==> src/pcp_pkg.sv <==
// constants, field layout and decode helpers for the clock path control word
// assumes a 25 MHz register clock; no timing counts are needed here
package pcp_pkg;

  localparam int unsigned SYS_CLK_HZ = 25_000_000;

  // avalon byte offsets
  localparam int unsigned ADDR_W = 4;
  localparam logic [3:0] OFS_CTRL_LO = 4'h0;
  localparam logic [3:0] OFS_CTRL_HI = 4'h4;
  localparam logic [3:0] OFS_STATUS = 4'h8;

  localparam int unsigned CTRL_W = 40;
  localparam logic [39:0] CTRL_RST = 40'h00_0078_0000;
  // open bits 38:34 and 7:6 never store
  localparam logic [39:0] CTRL_WMASK = 40'h83_ffff_ff3f;

  // field positions
  localparam int unsigned DAC_PD = 39;
  localparam int unsigned BG_PD = 33;
  localparam int unsigned INT_RSET = 32;
  localparam int unsigned RISE_LSB = 29;
  localparam int unsigned FALL_LSB = 26;
  localparam int unsigned LD_EN = 25;
  localparam int unsigned LD_MODE = 24;
  localparam int unsigned RF_PD = 23;
  localparam int unsigned RF_RATIO_LSB = 21;
  localparam int unsigned DRV_PD = 20;
  localparam int unsigned DRV_SEL_LSB = 18;
  localparam int unsigned SLEW_OFF = 17;
  localparam int unsigned RF_BYP = 16;
  localparam int unsigned M_LSB = 12;
  localparam int unsigned N_LSB = 8;
  localparam int unsigned CP_POL = 5;
  localparam int unsigned CP_FPD = 4;
  localparam int unsigned CP_QPD = 3;
  localparam int unsigned CP_SCALE_LSB = 0;

  // status word bit positions
  localparam int unsigned ST_LOCKED = 0;
  localparam int unsigned ST_LAGS = 1;
  localparam int unsigned ST_PIN = 2;

  // surge currents in units of 0.05 mA
  localparam int unsigned SURGE_W = 9;
  localparam logic [8:0] RISE_LSB_UNITS = 9'h026;
  localparam logic [8:0] RISE_BASE_UNITS = 9'h098;
  localparam logic [8:0] FALL_LSB_UNITS = 9'h01b;
  localparam logic [8:0] FALL_BASE_UNITS = 9'h051;

  typedef enum logic [1:0] {
    DRV_SRC_OFF = 2'h0,
    DRV_SRC_FB = 2'h1,
    DRV_SRC_RF_OUT = 2'h2,
    DRV_SRC_RF_IN = 2'h3
  } pcp_drv_src_t;

  // built-in surge plus binary weighted extras; off kills everything
  function automatic logic [8:0] pcp_surge(input logic [2:0] bits,
      input logic [8:0] lsb_w, input logic [8:0] base, input logic off);
    logic [8:0] s;
    s = base;
    for (int i = 0; i < 3; i++) begin
      if (bits[i]) begin
        s = s + (lsb_w << i);
      end
    end
    return off ? 9'h000 : s;
  endfunction

  // field value plus one
  function automatic logic [4:0] pcp_div_ratio(input logic [3:0] f);
    return {1'b0, f} + 5'h01;
  endfunction

endpackage

==> src/pcp_cfg_if.sv <==
// control word and synchronised status between register file and lock i/o
// assumes both ends on the same clock
`timescale 1ns/1ps
interface pcp_cfg_if;
  logic [39:0] ctrl;
  logic [2:0] stat;
  modport cfg_src (output ctrl, input stat);
  modport cfg_snk (input ctrl, output stat);
endinterface

==> src/pcp_lock_io.sv <==
// lock indicator pin and charge pump steering from the control word
// assumes lock, lead-lag and pin inputs are asynchronous to i_sys_clk
`timescale 1ns/1ps
module pcp_lock_io (
  input wire logic i_sys_clk, // system clock
  input wire logic i_rst_n, // async reset
  input wire logic i_clk_en, // freezes state when low
  pcp_cfg_if.cfg_snk cfg, // control word in, status out
  input wire logic i_pll_locked, // detector lock level
  input wire logic i_fb_lags, // feedback lags reference
  input wire logic i_lock_pin_in, // shared pin level
  output logic o_lock_pin_out, // shared pin drive value
  output logic o_lock_pin_oe, // shared pin drive enable
  output logic o_pump_up, // pump raises control node
  output logic o_pump_dn // pump lowers control node
);
  import pcp_pkg::*;

  logic [2:0] meta_q;
  logic [2:0] sync_q;
  logic locked_s;
  logic lags_s;
  logic pump_on;
  logic raise;

  always_ff @(posedge i_sys_clk or negedge i_rst_n) begin
    if (!i_rst_n) begin
      meta_q <= 3'h0;
      sync_q <= 3'h0;
    end else if (i_clk_en) begin
      meta_q <= {i_lock_pin_in, i_fb_lags, i_pll_locked};
      sync_q <= meta_q;
    end
  end

  assign locked_s = sync_q[ST_LOCKED];
  assign lags_s = sync_q[ST_LAGS];
  assign cfg.stat = sync_q;
  // quick power-down keeps the pump running, only output is gated
  assign pump_on = !cfg.ctrl[CP_FPD] && !cfg.ctrl[CP_QPD];
  assign raise = lags_s ^ cfg.ctrl[CP_POL];

  always_ff @(posedge i_sys_clk or negedge i_rst_n) begin
    if (!i_rst_n) begin
      o_lock_pin_out <= 1'b0;
      o_lock_pin_oe <= 1'b0;
    end else if (i_clk_en) begin
      o_lock_pin_oe <= cfg.ctrl[LD_EN];
      o_lock_pin_out <= cfg.ctrl[LD_MODE] ? lags_s : !locked_s;
    end
  end

  always_ff @(posedge i_sys_clk or negedge i_rst_n) begin
    if (!i_rst_n) begin
      o_pump_up <= 1'b0;
      o_pump_dn <= 1'b0;
    end else if (i_clk_en) begin
      o_pump_up <= pump_on && raise;
      o_pump_dn <= pump_on && !raise;
    end
  end
endmodule

==> src/pcp_clock_path_cfg.sv <==
// What this block does
// - rising surge extras of 7.6, 3.8, 1.9 mA from bits 31:29
// - falling surge extras of 5.4, 2.7, 1.35 mA from bits 28:26
// - lock enable bit drives lock indicator onto shared pin
// - lock mode: 0 gives low when locked, 1 gives lead-lag
// - rf divider power-down stops it and routes rf input to core
// - rf ratio code 11/10/01/00 gives 8/4/2/1, reset 8
// - driver power-down bit, reset one, holds driver off
// - driver source: off, feedback input, divider output, divider input
// - slew bit removes all surge, including built-in 7.6 and 4.05
// - bypass bit feeds core clock from divider input instead of output
// - reference divider M is field plus one, 1 to 16
// - feedback divider N is field plus one, 1 to 16
// - pump raises node on lag, lowers on lead; polarity inverts
// - full power-down bit stops the charge pump entirely
// - quick power-down gates only pump output buffer
// - pump current scale is field plus one, 1 to 8
//
// avalon-mm slave holding the 40-bit clock path control word
// assumes one clock domain; pins into pcp_lock_io are asynchronous
`timescale 1ns/1ps
module pcp_clock_path_cfg (
  input wire logic i_sys_clk, // 25 MHz clock
  input wire logic i_rst_n, // async reset
  input wire logic i_clk_en, // freezes state when low
  input wire logic [pcp_pkg::ADDR_W-1:0] i_avs_address, // byte address
  input wire logic i_avs_read, // read request
  input wire logic i_avs_write, // write request
  input wire logic [31:0] i_avs_writedata, // write data
  input wire logic [3:0] i_avs_byteenable, // byte lanes
  output logic [31:0] o_avs_readdata, // read data
  output logic o_avs_waitrequest, // stall
  input wire logic i_pll_locked, // detector lock level
  input wire logic i_fb_lags, // feedback lags reference
  input wire logic i_lock_pin_in, // shared pin level
  output logic o_lock_pin_out, // shared pin value
  output logic o_lock_pin_oe, // shared pin enable
  output logic [pcp_pkg::SURGE_W-1:0] o_rise_surge, // 0.05 mA units
  output logic [pcp_pkg::SURGE_W-1:0] o_fall_surge, // 0.05 mA units
  output logic o_rf_div_en, // rf divider powered
  output logic [3:0] o_rf_ratio, // rf divide ratio
  output logic o_core_clk_from_input, // core clock bypasses divider
  output logic o_drv_pd, // clock driver powered down
  output pcp_pkg::pcp_drv_src_t o_drv_sel, // driver input mux
  output logic [4:0] o_ref_div_m, // reference divide ratio
  output logic [4:0] o_fb_div_n, // feedback divide ratio
  output logic o_cp_pd, // pump full power-down
  output logic o_cp_buf_off, // pump output buffer off
  output logic [3:0] o_cp_scale, // pump current multiplier
  output logic o_pump_up, // pump raises node
  output logic o_pump_dn, // pump lowers node
  output logic o_dac_pd, // dac power-down
  output logic o_bandgap_pd, // band gap power-down
  output logic o_int_drv_rset // internal driver resistor
);
  import pcp_pkg::*;

  pcp_cfg_if cfg_bus ();

  logic [39:0] ctrl_q;
  logic [7:0] hi_shadow_q;
  logic wait_q;
  logic [31:0] rdata_q;
  logic req;
  logic accept;
  logic [31:0] be_mask;
  logic [31:0] lo_merged;
  logic [31:0] rd_mux;

  assign req = i_avs_read || i_avs_write;
  // request lands on the one cycle waitrequest is low
  assign accept = req && !wait_q;
  assign cfg_bus.ctrl = ctrl_q;

  always_comb begin
    for (int b = 0; b < 4; b++) begin
      be_mask[8*b +: 8] = {8{i_avs_byteenable[b]}};
    end
  end

  assign lo_merged = (ctrl_q[31:0] & ~be_mask) | (i_avs_writedata & be_mask);

  always_comb begin
    unique case (i_avs_address)
      OFS_CTRL_LO: rd_mux = ctrl_q[31:0];
      OFS_CTRL_HI: rd_mux = {24'h000000, ctrl_q[39:32]};
      OFS_STATUS: rd_mux = {29'h00000000, cfg_bus.stat};
      default: rd_mux = 32'h00000000;
    endcase
  end

  // one wait cycle per request, then a single low cycle
  always_ff @(posedge i_sys_clk or negedge i_rst_n) begin
    if (!i_rst_n) begin
      wait_q <= 1'b1;
    end else if (i_clk_en) begin
      wait_q <= !(req && wait_q);
    end
  end

  always_ff @(posedge i_sys_clk or negedge i_rst_n) begin
    if (!i_rst_n) begin
      rdata_q <= 32'h00000000;
    end else if (i_clk_en && i_avs_read && wait_q) begin
      rdata_q <= rd_mux;
    end
  end

  // high byte waits in a shadow until the low word commits
  always_ff @(posedge i_sys_clk or negedge i_rst_n) begin
    if (!i_rst_n) begin
      hi_shadow_q <= CTRL_RST[39:32];
    end else if (i_clk_en && accept && i_avs_write &&
                 i_avs_address == OFS_CTRL_HI && i_avs_byteenable[0]) begin
      hi_shadow_q <= i_avs_writedata[7:0];
    end
  end

  always_ff @(posedge i_sys_clk or negedge i_rst_n) begin
    if (!i_rst_n) begin
      ctrl_q <= CTRL_RST;
    end else if (i_clk_en && accept && i_avs_write &&
                 i_avs_address == OFS_CTRL_LO) begin
      // all five bytes land together; open bits stay zero
      ctrl_q <= {hi_shadow_q, lo_merged} & CTRL_WMASK;
    end
  end

  assign o_avs_waitrequest = wait_q;
  assign o_avs_readdata = rdata_q;

  always_ff @(posedge i_sys_clk or negedge i_rst_n) begin
    if (!i_rst_n) begin
      o_rise_surge <= RISE_BASE_UNITS;
      o_fall_surge <= FALL_BASE_UNITS;
    end else if (i_clk_en) begin
      o_rise_surge <= pcp_surge(ctrl_q[RISE_LSB +: 3], RISE_LSB_UNITS,
                                RISE_BASE_UNITS, ctrl_q[SLEW_OFF]);
      o_fall_surge <= pcp_surge(ctrl_q[FALL_LSB +: 3], FALL_LSB_UNITS,
                                FALL_BASE_UNITS, ctrl_q[SLEW_OFF]);
    end
  end

  always_ff @(posedge i_sys_clk or negedge i_rst_n) begin
    if (!i_rst_n) begin
      o_rf_div_en <= 1'b1;
      o_rf_ratio <= 4'h8;
      o_core_clk_from_input <= 1'b0;
    end else if (i_clk_en) begin
      o_rf_div_en <= !ctrl_q[RF_PD];
      o_rf_ratio <= 4'(4'h1 << ctrl_q[RF_RATIO_LSB +: 2]);
      // powered-down divider forces the alternate input path
      o_core_clk_from_input <= ctrl_q[RF_BYP] || ctrl_q[RF_PD];
    end
  end

  always_ff @(posedge i_sys_clk or negedge i_rst_n) begin
    if (!i_rst_n) begin
      o_drv_pd <= 1'b1;
      o_drv_sel <= DRV_SRC_RF_OUT;
    end else if (i_clk_en) begin
      o_drv_pd <= ctrl_q[DRV_PD];
      o_drv_sel <= pcp_drv_src_t'(ctrl_q[DRV_SEL_LSB +: 2]);
    end
  end

  always_ff @(posedge i_sys_clk or negedge i_rst_n) begin
    if (!i_rst_n) begin
      o_ref_div_m <= 5'h01;
      o_fb_div_n <= 5'h01;
      o_cp_pd <= 1'b0;
      o_cp_buf_off <= 1'b0;
      o_cp_scale <= 4'h1;
    end else if (i_clk_en) begin
      o_ref_div_m <= pcp_div_ratio(ctrl_q[M_LSB +: 4]);
      o_fb_div_n <= pcp_div_ratio(ctrl_q[N_LSB +: 4]);
      o_cp_pd <= ctrl_q[CP_FPD];
      o_cp_buf_off <= ctrl_q[CP_QPD];
      o_cp_scale <= {1'b0, ctrl_q[CP_SCALE_LSB +: 3]} + 4'h1;
    end
  end

  always_ff @(posedge i_sys_clk or negedge i_rst_n) begin
    if (!i_rst_n) begin
      o_dac_pd <= 1'b0;
      o_bandgap_pd <= 1'b0;
      o_int_drv_rset <= 1'b0;
    end else if (i_clk_en) begin
      o_dac_pd <= ctrl_q[DAC_PD];
      o_bandgap_pd <= ctrl_q[BG_PD];
      o_int_drv_rset <= ctrl_q[INT_RSET];
    end
  end

  pcp_lock_io u_lock_io (
    .i_sys_clk(i_sys_clk),
    .i_rst_n(i_rst_n),
    .i_clk_en(i_clk_en),
    .cfg(cfg_bus.cfg_snk),
    .i_pll_locked(i_pll_locked),
    .i_fb_lags(i_fb_lags),
    .i_lock_pin_in(i_lock_pin_in),
    .o_lock_pin_out(o_lock_pin_out),
    .o_lock_pin_oe(o_lock_pin_oe),
    .o_pump_up(o_pump_up),
    .o_pump_dn(o_pump_dn)
  );
endmodule

==> config.mk <==
export PLATFORM = sky130hd
export DESIGN_NAME = pcp_clock_path_cfg
export DESIGN_NICKNAME = d
export VERILOG_FILES = /design/src/pcp_pkg.sv /design/src/pcp_cfg_if.sv /design/src/pcp_lock_io.sv /design/src/pcp_clock_path_cfg.sv
export SDC_FILE = /design/constraint.sdc
export NUM_CORES = 1
export LEC_CHECK = 0
export BUFFER_PORTS_ARGS = -buffer_cell sky130_fd_sc_hd__clkbuf_2
export CELL_PAD_IN_SITES_DETAIL_PLACEMENT = 1
export CELL_PAD_IN_SITES_GLOBAL_PLACEMENT = 2
export CORE_MARGIN = 3
export CORE_UTILIZATION = 36
export CTS_BUF_LIST = sky130_fd_sc_hd__clkbuf_8
export CTS_CLUSTER_DIAMETER = 80
export CTS_CLUSTER_SIZE = 25
export DETAILED_ROUTE_END_ITERATION = 8
export PLACE_DENSITY = 0.92
export REMOVE_ABC_BUFFERS = 1
export SYNTH_ARGS = -nofsm -noshare
export SYNTH_HDL_FRONTEND = slang
export SYNTH_SLANG_ARGS = --single-unit
==> constraint.sdc <==
create_clock -name i_sys_clk -period 2.1 [get_ports i_sys_clk]
set_input_delay 0.21 -clock i_sys_clk [delete_from_list [all_inputs] [get_ports i_sys_clk]]
set_output_delay 0.21 -clock i_sys_clk [all_outputs]
set_load 0.02 [all_outputs]
==> out/metrics.sh <==
ANTENNA_LEFT=0
POST_SYNTH_INSTANCE_AREA_SQ_UM=5150
NUM_ANTENNA_CELLS=0
DIE_AREA_SQ_UM=15800
CRITICAL_PATH.REG2REG.STARTPOINT='o_avs_waitrequest'
USE_MET3=0.0530
CRITPATHLAUNCH='o_avs_waitrequest'
DRT_ITER0_MARKERS=104
FINAL_ROUTED_DRC_VIOLATION_TOTAL=0
SYN_TO_FINAL_GROWTH_PCT=30.6
VIA_TOTAL_AFTER_DETAILED_ROUTING=3650
FMAX_MHz=598
AVERAGE_SIZE_OF_A_MAPPED_CELL_SQ_UM=13.2
NUMBER_OF_SYNTHESIZED_FLOPS_WITH_AN_ENABLE_PIN=0
MAIN_COMBINATIONAL_CELL_FAMILY_BY_AREA_AFTER_SYNTHESIS='multiplexers'
GRT.TOTAL_USAGE=0.174
SETUP_VIOLATIONS=0
POST-CTS-SETUP-BUFFER-COUNT=0
OUTCOME='finished, final reports clean'
FINALMAXSLEWVIOLATIONS=0
ROUTEDWLPERCELL_UM=17.6
SYNTH_CELL_TYPE_COUNT=36
CRITICAL_PATH.N_BUFFERS_INVERTERS=0
RSZ_0062_RAISED_AFTER_GLOBAL_ROUTING='false'
GRT_UTIL_MET2=0.300
FINALHOLDVIOLCOUNT=0
PORT_BUFFERS=127
TNS_PS=0
PATH_CLK_SLEW_PS=70
POSTSYNTH.TOPFLOPCELL='dfrtp_1'
WORST_PATH_DOMINANT_CELL_FAMILY='simple AND/OR/NAND/NOR gates'
GRT.MET1_USAGE=0.202
CRIT_PATH_CELL_TRACE='and3b_1 -> nand3_1 -> mux2_2'
FP.DIEW_UM=126
CRITICAL_PATH_REQUIRED_PS=2430
MOSTFREQUENTLAYOUTCELL='clkbuf_2'
YOSYS.AREA.TOP_TYPE_SHARE=0.511
FINAL_LAYOUT_SIZE_SUFFIX_GT1_FRAC=0.437
SHARE_OF_SYNTHESIZED_AREA_SPENT_ON_MULTIPLEXERS=0.149
DETAILED_PLACE_HPWL_MM=8.72
GR-TOTAL-OVERFLOW=0
BUSIEST_LAYER='met2'
POST-PLACE-WS_PS=347
SYNTH_SEQ_CELLS=123
START_KIND='flop'
POST_SYNTH_XOR_AREA_FRACTION=0.0153
SYNTH_AREA_LEADERS='dfrtp_1, mux2_2, dfstp_2'
ROUTED_VIA_DENSITY=4.91
CTS.HTREE.LEVELS=4
FINCLKSKEW_PS=9.16
TIMING.MAX_CAP.VIOLATIONS=0
CP.ARRIVAL_PS=2000
MIN-DELAY-START='i_avs_writedata[7]'
TIMING.SETUP.CRITICAL_PATH_CLASS='reg -> reg'
FIN_CRIT_SH=0.796
SYNTHADDERAREAFRAC=0.0316
VIA_COUNT_OF_THE_FIRST_GLOBAL_ROUTING_PASS=4119
SEQ_AREA_FRAC_SYNTH=0.602
SYNTH_SIMPLE_GATE_AREA_SHARE=0.0610
DESIGN.CORE.AREA_SQ_UM=13900
GRT_MAX_DEGREE=75
CTS_TREE='yes'
GP_CONGESTION=0.771
FINISH.CELL_COUNT_WITHOUT_FILLERS=743
STD_CELL_ROWS=43
FIRST_PASS_GRT_WIRE_LENGTH_MM=21.4
FINAL_CELL_MIX='clkbuf_2, dfrtp_1, mux2_2'
MAX_FANOUT_ON_CRITICAL_PATH=6
POWER_DENSITY_nW_PER_UM2=869
HOLD_PATH_CLASS='in -> reg'
IO-PIN-COUNT=131
CPPEAKSTAGEDELAY_PS=570
PEAKVDDDROP_V=0.000420
FINAL_HOLD_SLACK_PS=37.1
FIRSTDRTPASSITERS=4
CTS-BUFFERS-INSERTED=17
FINALCRITICALPERIOD_PS=1670
DIE_HEIGHT_UM=126
START_UTIL=0.369
WORST_SLEW_MARGIN_REL=0.573
POST-ROUTE-WORST-SETUP-SLACK_PS=428
WORST_SKEW_PAIR.LATE_LATENCY_PS=440
WIRELENGTH_MM=13.1
POST_SYNTH_INST_COUNT=389
CLOCK_TREE.ROOT_CELL='clkbuf_8'
END_KIND='flop'
SYNTH_COMPOUND_GATE_AREA_SHARE=0.0946
POST-PLACE-CELLS=682
WORSTMARGINPINSLEW_PS=624
CPMAXSTAGEDELAYCELL='dfstp_2'
SYNTHARSTFLOPSHARE=1.00
NETS=611
CELL_TYPE_CONTRIBUTING_THE_MOST_TOTAL_CELL_AREA_AFTER_SYNTHESIS='dfrtp_1'
INITIAL_ANTENNA_VIOLATION_COUNT=1
CTS_NUM_SINKS=123
MAX-CLOCK-PATH-BUFFERS=2
FINALPOWER_mW=5.84
NFILLCELLS=1467
LEAKAGEPOWER_nW=3.41
SYNTH-WARNING-COUNT=0
## metal layers
| metal | wire length, um | share of wire | up-vias |
|---|---|---|---|
| li1 | - | - | 1681 |
| met1 | 5460 | 0.42 | 1851 |
| met5 | 12 | 0.00092 | - |
| met3 | 701 | 0.054 | 18 |
| met2 | 6700 | 0.51 | 98 |
| met4 | 218 | 0.017 | 2 |
## Yosys cell counts (all sizes together) (9+ instances only)
master	count
a22o	29
dfrtp	105
nor2	16
ha	13
o21ai	13
dfstp	18
nand3	9
o22ai	14
mux2	61
inv	33
nand2	11
clkbuf	12
## through the flow
stage / util / cell area (sq um)
4_1_cts: 0.482 / 6710
2_1_floorplan: - / 5040
5_1_grt: 0.482 / 6720
3_3_place_gp: 0.429 / 5980
3_5_place_dp: 0.429 / 5980
6_report: 0.482 / 6720
## report_power, final
| part | switching [mW] | total [mW] | internal, mW | leakage [nW] |
|---|---|---|---|---|
| clock network | 0.903 | 2.34 | 1.43 | 0.240 |
| registers | 0.149 | 2.72 | 2.58 | 1.61 |
| logic | 0.443 | 0.777 | 0.334 | 1.56 |
## what timing repair did
item / in CTS / in global routing
resized for setup: 0 / 0
hold buffers: 28 / 1
hold endpoints to repair: 59 / 1
## kinds of logic (layout without fill, tap and decap cells)
group / count (synthesis) / after routing
AND/OR/NAND/NOR: 52 / 52
AO/OA/AOI/OAI: 69 / 69
flip-flops: 123 / 123
buffers and inverters: 53 / 226
other: 1 / 2
XOR/XNOR: 9 / 9
adder cells (fa/ha/maj): 13 / 13
multiplexers: 69 / 69
## cell type report
type                            instances  area [sq um]  share of cell area
Tap cell                              180           225              0.0335
Sequential cell                       123          3100               0.461
Multi-Input combinational cell        214          1820               0.270
Clock inverter                         10           148              0.0220
Timing Repair Buffer                  161          1000               0.149
Inverter                               33           124              0.0184
Clock buffer                           22           303              0.0451
## worst paths after layout
kind	to	slack [ps]	depth (start not counted)
setup / recovery	flop	430	3
hold / removal	hi_shadow_q[7]	40	2
setup reg to reg	flop	430	3
hold reg to reg	o_cp_scale[0]	470	2
max in group asynchronous	o_avs_waitrequest	1090	3
min in group asynchronous	o_avs_readdata[26]	300	2
No activity file was read; power rests on OpenSTA's default activity.
